File: src/hw/sld_pkg.sv
/*
  Package for the status indicator driver: slave state codes, flash timing
  constants and safe output value.
  Assumes a 200 MHz system clock.
*/
package sld_pkg;

  // Slave state machine states as reported by the communication core.
  typedef enum logic [2:0]
  {
    SLD_ST_INIT,
    SLD_ST_PREOP,
    SLD_ST_BOOT,
    SLD_ST_SAFEOP,
    SLD_ST_OP
  } sld_state_t;

  // Raw state codes on the state input.
  localparam logic [2:0] SLD_CODE_INIT = 3'h1;
  localparam logic [2:0] SLD_CODE_PREOP = 3'h2;
  localparam logic [2:0] SLD_CODE_BOOT = 3'h3;
  localparam logic [2:0] SLD_CODE_SAFEOP = 3'h4;
  localparam logic [2:0] SLD_CODE_OP = 3'h5;

  // Clock rate and flash timing.
  localparam int SLD_CLK_MHZ = 200;
  localparam int SLD_FLASH_HALF_MS = 200;
  localparam int SLD_SINGLE_ON_MS = 200;
  localparam int SLD_SINGLE_OFF_MS = 1000;
  localparam int SLD_FLASH_HALF_CYC = SLD_FLASH_HALF_MS * 1000 * SLD_CLK_MHZ;
  localparam int SLD_SINGLE_ON_CYC = SLD_SINGLE_ON_MS * 1000 * SLD_CLK_MHZ;
  localparam int SLD_SINGLE_OFF_CYC = SLD_SINGLE_OFF_MS * 1000 * SLD_CLK_MHZ;

  // Width of the timing counter.
  localparam int SLD_CNT_W = 28;

  // Process output width and its safe value.
  localparam int SLD_OUT_W = 8;
  localparam logic [7:0] SLD_SAFE_OUT = 8'h00;

endpackage

File: src/hw/sld_sync.sv
/*
  Two flip-flop synchroniser for a group of asynchronous input levels.
  Assumes inputs are quasi-static levels from pins.
*/
`timescale 1ns/1ps
module sld_sync #(
  parameter int W = 3,
  parameter logic [W-1:0] RST_VAL = '0
)
(
  // Clock and reset.
  input wire logic i_clk,
  input wire logic i_nrst,
  // Levels in and out.
  input wire logic [W-1:0] i_async,
  output logic [W-1:0] o_sync
);

  logic [W-1:0] meta_q;

  // Two stages; the first is read only by the second.
  always_ff @(posedge i_clk or negedge i_nrst)
  begin
    if (!i_nrst)
    begin
      meta_q <= RST_VAL;
      o_sync <= RST_VAL;
    end
    else
    begin
      meta_q <= i_async;
      o_sync <= meta_q;
    end
  end

endmodule

File: src/hw/sld_status_led.sv
/*
  Front-panel status indicator driver for an incremental encoder terminal:
  latch, gate and alarm level indicators, alarm error bit, and a run
  indicator whose pattern shows the slave state, plus safe-state gating of
  process outputs.
  Assumes field inputs are already level shifted to logic levels; the alarm
  pin's pull-up sits in the input stage, so an open input reads high.
*/
// Operation
// - Red alarm indicator lit while alarm input is low, else dark.
// - Alarm input idles high; unconnected input gives no alarm.
// - Green latch indicator follows the latch input level.
// - Green gate indicator follows the gate input level.
// - Run indicator off in INIT or BOOT-STRAP.
// - Run indicator flashes continuously in PREOP.
// - Run indicator shows repeating single flash in SAFEOP.
// - In SAFEOP process outputs are held at their safe value.
// - Run indicator steadily lit in OP.
// - Alarm input low also sets an error status bit.
`timescale 1ns/1ps
module sld_status_led
  import sld_pkg::*;
#(
  parameter int FLASH_HALF_CYC = SLD_FLASH_HALF_CYC,
  parameter int SINGLE_ON_CYC = SLD_SINGLE_ON_CYC,
  parameter int SINGLE_OFF_CYC = SLD_SINGLE_OFF_CYC
)
(
  // Clock and reset.
  input wire logic i_clk,
  input wire logic i_nrst,
  // Field inputs from pins.
  input wire logic i_latch,
  input wire logic i_gate,
  input wire logic i_alarm_n,
  // Slave state and process data from the communication core.
  input wire logic [2:0] i_slave_state,
  input wire logic [SLD_OUT_W-1:0] i_proc_out,
  // Indicators.
  output logic o_led_latch,
  output logic o_led_gate,
  output logic o_led_alarm,
  output logic o_led_run,
  // Status and process outputs.
  output logic o_alarm_err,
  output logic [SLD_OUT_W-1:0] o_proc_out
);

  logic [2:0] pins_s;
  sld_state_t st;
  logic [SLD_CNT_W-1:0] cnt_q, cnt_d;
  logic ph_q, ph_d;
  logic run_q, run_d;
  logic latch_q, latch_d, gate_q, gate_d, alarm_q, alarm_d, err_q, err_d;
  logic [SLD_OUT_W-1:0] pout_q, pout_d;

  // Alarm resets to high so no false alarm shows while synchronising.
  sld_sync #(.W(3), .RST_VAL(3'h4)) u_sync (
    .i_clk(i_clk),
    .i_nrst(i_nrst),
    .i_async({i_alarm_n, i_gate, i_latch}),
    .o_sync(pins_s)
  );

  // Decode the raw state code; code 0 counts as INIT, codes 6 and 7 count as OP.
  always_comb
  begin
    unique case (i_slave_state)
      SLD_CODE_PREOP: st = SLD_ST_PREOP;
      SLD_CODE_BOOT: st = SLD_ST_BOOT;
      SLD_CODE_SAFEOP: st = SLD_ST_SAFEOP;
      SLD_CODE_OP, 3'h6, 3'h7: st = SLD_ST_OP;
      default: st = SLD_ST_INIT;
    endcase
  end

  // Level indicators, error bit and process output gating.
  always_comb
  begin
    latch_d = pins_s[0];
    gate_d = pins_s[1];
    alarm_d = ~pins_s[2];
    err_d = ~pins_s[2];
    pout_d = (st == SLD_ST_OP) ? i_proc_out : SLD_SAFE_OUT;
  end

  // Run pattern timing: counter and phase.
  always_comb
  begin
    cnt_d = cnt_q + 1'b1;
    ph_d = ph_q;
    run_d = 1'b0;
    unique case (st)
      SLD_ST_INIT, SLD_ST_BOOT:
      begin
        cnt_d = '0;
        ph_d = 1'b0;
      end
      SLD_ST_PREOP:
      begin
        if (cnt_q >= SLD_CNT_W'(FLASH_HALF_CYC - 1))
        begin
          cnt_d = '0;
          ph_d = ~ph_q;
        end
        run_d = ph_d;
      end
      SLD_ST_SAFEOP:
      begin
        if (!ph_q && cnt_q >= SLD_CNT_W'(SINGLE_ON_CYC - 1))
        begin
          cnt_d = '0;
          ph_d = 1'b1;
        end
        else if (ph_q && cnt_q >= SLD_CNT_W'(SINGLE_OFF_CYC - 1))
        begin
          cnt_d = '0;
          ph_d = 1'b0;
        end
        run_d = ~ph_d;
      end
      SLD_ST_OP:
      begin
        cnt_d = '0;
        ph_d = 1'b0;
        run_d = 1'b1;
      end
    endcase
  end

  // Register all state and outputs.
  always_ff @(posedge i_clk or negedge i_nrst)
  begin
    if (!i_nrst)
    begin
      cnt_q <= '0;
      ph_q <= 1'b0;
      run_q <= 1'b0;
      latch_q <= 1'b0;
      gate_q <= 1'b0;
      alarm_q <= 1'b0;
      err_q <= 1'b0;
      pout_q <= SLD_SAFE_OUT;
    end
    else
    begin
      cnt_q <= cnt_d;
      ph_q <= ph_d;
      run_q <= run_d;
      latch_q <= latch_d;
      gate_q <= gate_d;
      alarm_q <= alarm_d;
      err_q <= err_d;
      pout_q <= pout_d;
    end
  end

  assign o_led_latch = latch_q;
  assign o_led_gate = gate_q;
  assign o_led_alarm = alarm_q;
  assign o_alarm_err = err_q;
  assign o_led_run = run_q;
  assign o_proc_out = pout_q;

  // Checks.
  property p_alarm;
    @(posedge i_clk) disable iff (!i_nrst) $fell(pins_s[2]) |=> o_led_alarm && o_alarm_err;
  endproperty
  a_alarm: assert property (p_alarm) else $error("alarm indicator not lit");

  property p_idle;
    @(posedge i_clk) disable iff (!i_nrst) pins_s[2] |=> !o_led_alarm && !o_alarm_err;
  endproperty
  a_idle: assert property (p_idle) else $error("alarm shown while input high");

  property p_latch;
    @(posedge i_clk) disable iff (!i_nrst) 1'b1 |=> o_led_latch == $past(pins_s[0]);
  endproperty
  a_latch: assert property (p_latch) else $error("latch indicator wrong");

  property p_gate;
    @(posedge i_clk) disable iff (!i_nrst) 1'b1 |=> o_led_gate == $past(pins_s[1]);
  endproperty
  a_gate: assert property (p_gate) else $error("gate indicator wrong");

  property p_off;
    @(posedge i_clk) disable iff (!i_nrst) (st == SLD_ST_INIT || st == SLD_ST_BOOT) |=> !o_led_run;
  endproperty
  a_off: assert property (p_off) else $error("run lit in init");

  property p_on;
    @(posedge i_clk) disable iff (!i_nrst) (i_nrst && st == SLD_ST_OP) [*2] |-> o_led_run;
  endproperty
  a_on: assert property (p_on) else $error("run dark in op");

  property p_safe;
    @(posedge i_clk) disable iff (!i_nrst) (st == SLD_ST_SAFEOP) |=> o_proc_out == SLD_SAFE_OUT;
  endproperty
  a_safe: assert property (p_safe) else $error("outputs not safe");

  property p_flash;
    @(posedge i_clk) disable iff (!i_nrst)
      (st == SLD_ST_PREOP && cnt_q == '0 && $changed(ph_q)) |-> ##1 (o_led_run == ph_q);
  endproperty
  a_flash: assert property (p_flash) else $error("flash phase not shown");

  // The flash counter never runs past one half period once in PREOP.
  property p_flash_cnt;
    @(posedge i_clk) disable iff (!i_nrst)
      (st == SLD_ST_PREOP) |=> (st != SLD_ST_PREOP) || (cnt_q < SLD_CNT_W'(FLASH_HALF_CYC));
  endproperty
  a_flash_cnt: assert property (p_flash_cnt) else $error("flash counter overran half period");

  property p_single;
    @(posedge i_clk) disable iff (!i_nrst) (st == SLD_ST_SAFEOP && ph_q) |=> (st != SLD_ST_SAFEOP) || !o_led_run || !ph_q;
  endproperty
  a_single: assert property (p_single) else $error("single flash lit in gap");

endmodule

File: config.mk
export PLATFORM = sky130hd
export DESIGN_NAME = sld_status_led
export DESIGN_NICKNAME = d
export VERILOG_FILES = /design/src/hw/sld_pkg.sv /design/src/hw/sld_sync.sv /design/src/hw/sld_status_led.sv
export SDC_FILE = /design/constraint.sdc
export NUM_CORES = 1
export LEC_CHECK = 0
export ABC_AREA = 1
export BUFFER_PORTS_ARGS = -buffer_cell sky130_fd_sc_hd__buf_4
export CORE_ASPECT_RATIO = 1.75
export CORE_UTILIZATION = 44
export CTS_CLUSTER_DIAMETER = 150
export CTS_CLUSTER_SIZE = 8
export DETAILED_ROUTE_END_ITERATION = 8
export GPL_ROUTABILITY_DRIVEN = 1
export PLACE_DENSITY = 0.65
export SETUP_SLACK_MARGIN = 0.15
export SYNTH_ARGS = -nofsm -noshare
export SYNTH_HDL_FRONTEND = slang
export SYNTH_SLANG_ARGS = --single-unit
export TNS_END_PERCENT = 10
File: constraint.sdc
create_clock -name i_clk -period 3.7 [get_ports i_clk]
set_input_delay 0.37 -clock i_clk [delete_from_list [all_inputs] [get_ports i_clk]]
set_output_delay 0.37 -clock i_clk [all_outputs]
set_load 0.005 [all_outputs]
==> run_results.csv <==
group,metric,value,unit
run_status,outcome,"finished clean",
timing,relSlewSlack,59.51,%
placement,place_hpwl,4.341,mm
timing,fin_skew,0.008557,ns
clocking,postCtsSetupRepairBufs,0,
clocking,root_buffer,"clkbuf_8",
clocking,cts_buffers,5,
floorplanning,num_rows,37,
logic_synthesis,synth.net_count,336,
cells_and_area,layout_commonest_cell,"nand2_1",
detailed_routing,ant_nets,0,
logic_synthesis,synth-main-ff-cell,"dfrtp_1",
detailed_routing,viasPerCell,4.810,
worst_setup_path,reg2reg_slack,1.47,ns
clocking,cts_tree,"built",
cells_and_area,areaGrowthSynthToFinish,12.92,%
logic_synthesis,yosysTopAreaCell,"dfrtp_1",
worst_setup_path,path_class,"reg2reg",
logic_synthesis,synth_area_per_cell,8.526,um^2
logic_synthesis,synth_top_area_share,41.53,%
grt,grt_usage,19.87,%
timing,post-route-period-util,60.35,%
grt,grt_first_pass_wirelength,9.259,mm
power_and_ir_drop,power.leakage,1.391,nW
grt,grt_pass1_vias,2035,
worst_setup_path,worst_ep_required_time,3.93,ns
timing,hold_violations,0,
grt,antenna_found_initial,0,
logic_synthesis,synth_edf_count,0,
clocking,cts_buffer_depth,2,
detailed_routing,drc,0,
power_and_ir_drop,power_density,317.7,nW/um^2
cells_and_area,finalNonFillerCells,427,
worst_setup_path,worstPathArrival,2.46,ns
logic_synthesis,async_flop_share,100.0,%
worst_setup_path,r2r_cells,11,
grt,grt_overflow_total,0,
detailed_routing,wirelength,5.738,mm
detailed_routing,vias,2054,
grt,grt_start_max_net_pins,48,
power_and_ir_drop,vdd_drop_max,0.2932,mV
worst_setup_path,start_kind,"register",
floorplanning,start_util,45.76,%
clocking,cts_hold_buf,0,
clocking,cts.repair.resized,0,
clocking,cts_sinks,47,
logic_synthesis,syn_area,2711,um^2
timing,rsz0062_at_grt,"false",
placement,place_inst,419,
job,maxCapViolCount,0,
clocking,clk_pin_slew,0.09,ns
floorplanning,dieWidth,61.34,um
worst_setup_path,rr_startpoint,"cnt_q[0]",
worst_setup_path,reg2reg_to,"cnt_q[15]",
logic_synthesis,yosysWarnings,0,
timing,worst_pin_slew,0.6073,ns
worst_hold_path,hold_class,"in2async",
worst_setup_path,cp-end-kind,"register",
cells_and_area,layout-drive-gt1-share,25.50,%
logic_synthesis,ys_types,29,
floorplanning,coreArea,5926,um^2
logic_synthesis,synth_seq_cells,47,
logic_synthesis,ys_seq_area_share,43.47,%
floorplanning,ioPinCount,29,
clocking,cts-htree-levels,2,
timing,max_freq,447.8,MHz
detailed_routing,dr.pass1.iters,4,
cells_and_area,nNetsFinal,366,
timing,setup_tns,0,ns
floorplanning,die_h,105.8,um
logic_synthesis,syn_inst,318,
logic_synthesis,synth.area.top_cells,"dfrtp_1, nand2_1, nor2_1, a21oi_2, xor2_1",
timing,finalCriticalPeriod,2.233,ns
detailed_routing,wl_per_cell,13.44,um
cells_and_area,antenna_cells,0,
cells_and_area,most-common-layout-cells,"nand2_1, nor2_1, dfrtp_1, inv_1, buf_4",
detailed_routing,first_iter_violations,75,
timing,maxSlewViolCount,0,
floorplanning,die_area,6493,um^2
placement,place.gp.congestion,0.9264,
timing,setup_viol,0,
clocking,clock_latency,0.31,ns
placement,port_buffers,28,
worst_setup_path,cp_max_fo,28,
==> through the flow <==
step	area [um^2]	hold WS (ns)	setup WS (ns)	utilization (%)	power, mW
2_1_floorplan	2711	0.07441	1.638	-	0.5673
5_1_grt	3062	0.1085	1.318	51.67	1.008
6_report	3062	0.05268	1.467	51.67	0.9727
3_5_place_dp	2949	0.3403	1.462	49.77	0.6008
3_3_place_gp	2949	0.3359	1.511	49.77	0.5998
4_1_cts	3062	0.08261	1.437	51.67	0.9850
==> synthesized netlist by cell type (2+ instances only) <==
cell	instances
nor3_1	10
ha_1	2
inv_2	5
xor2_1	18
a21oi_2	20
buf_6	2
dfstp_2	2
nor2_2	3
nand2_1	69
a21oi_1	8
nor2_1	47
nor2_4	5
nand2_2	8
xnor2_1	7
nand3_1	10
inv_1	39
nand3_2	2
buf_12	2
dfrtp_1	45
nand2_4	3
nand4_1	3
==> critical path, stage by stage (launching register included) <==
cell and delay (ns):
dfrtp_1 0.43, ha_1 0.25, inv_1 0.18, nor2_8 0.07, nand2_4 0.11, o21ai_4 0.06, nand2_4 0.10, nand2_1 0.06
ha_1 0.18, nor2_1 0.28, nand2_8 0.23, a21oi_1 0.19
==> cell families after synthesis <==
group,after synthesis,synth area share [%]
AO/OA/AOI/OAI,31,9.322
XOR/XNOR,25,8.076
adder cells (fa/ha/maj),2,0.9228
flip-flops,47,43.47
buffers and inverters,49,8.676
AND/OR/NAND/NOR,164,29.53
==> flip-flops by register name, summed over array words and instances (netlist names) <==
register and cells:
cnt_q 28, o_led_gate 1, o_led_latch 1, o_alarm_err 1, o_proc_out 8, ph_q 1
u_sync.o_sync 3, u_sync.meta_q 3, o_led_run 1
==> power breakdown <==
group | internal, mW | switching [mW]
clock | 0.201 | 0.182
combinational | 0.0249 | 0.0344
sequential | 0.525 | 0.00450
total | 0.752 | 0.221
==> metal layers <==
| metal | track usage, % | wire [um] | vias to the layer above |
|---|---|---|---|
| met5 | 0 | 0 | - |
| met4 | 10.95 | 253 | 0 |
| met3 | 3.067 | 186 | 13 |
| met2 | 35.56 | 3161 | 49 |
| met1 | 20.83 | 2136 | 957 |
| li1 | - | - | 1035 |
==> cell type report <==
class                   instances  area, um^2
well taps                      78       97.59
clock buffers                   5       68.82
inverters                      44       165.2
multi-input cells             222        1297
clock inverters                 3       43.79
fillers                       604        2864
flip-flops and latches         47        1179
repair buffers                 28       210.2
==> worst max-delay path by stage <==
stage	end	cells after the start	slack, ns	from
after floorplan	cnt_q[0]	12	1.64	cnt_q[0]
after global placement	cnt_q[18]	11	1.51	cnt_q[0]
after detailed placement	cnt_q[6]	11	1.46	cnt_q[0]
after CTS	cnt_q[6]	11	1.44	cnt_q[0]
after global routing	cnt_q[18]	11	1.32	cnt_q[0]
final	cnt_q[15]	11	1.47	cnt_q[0]
Power figures use the tool's default switching activity.
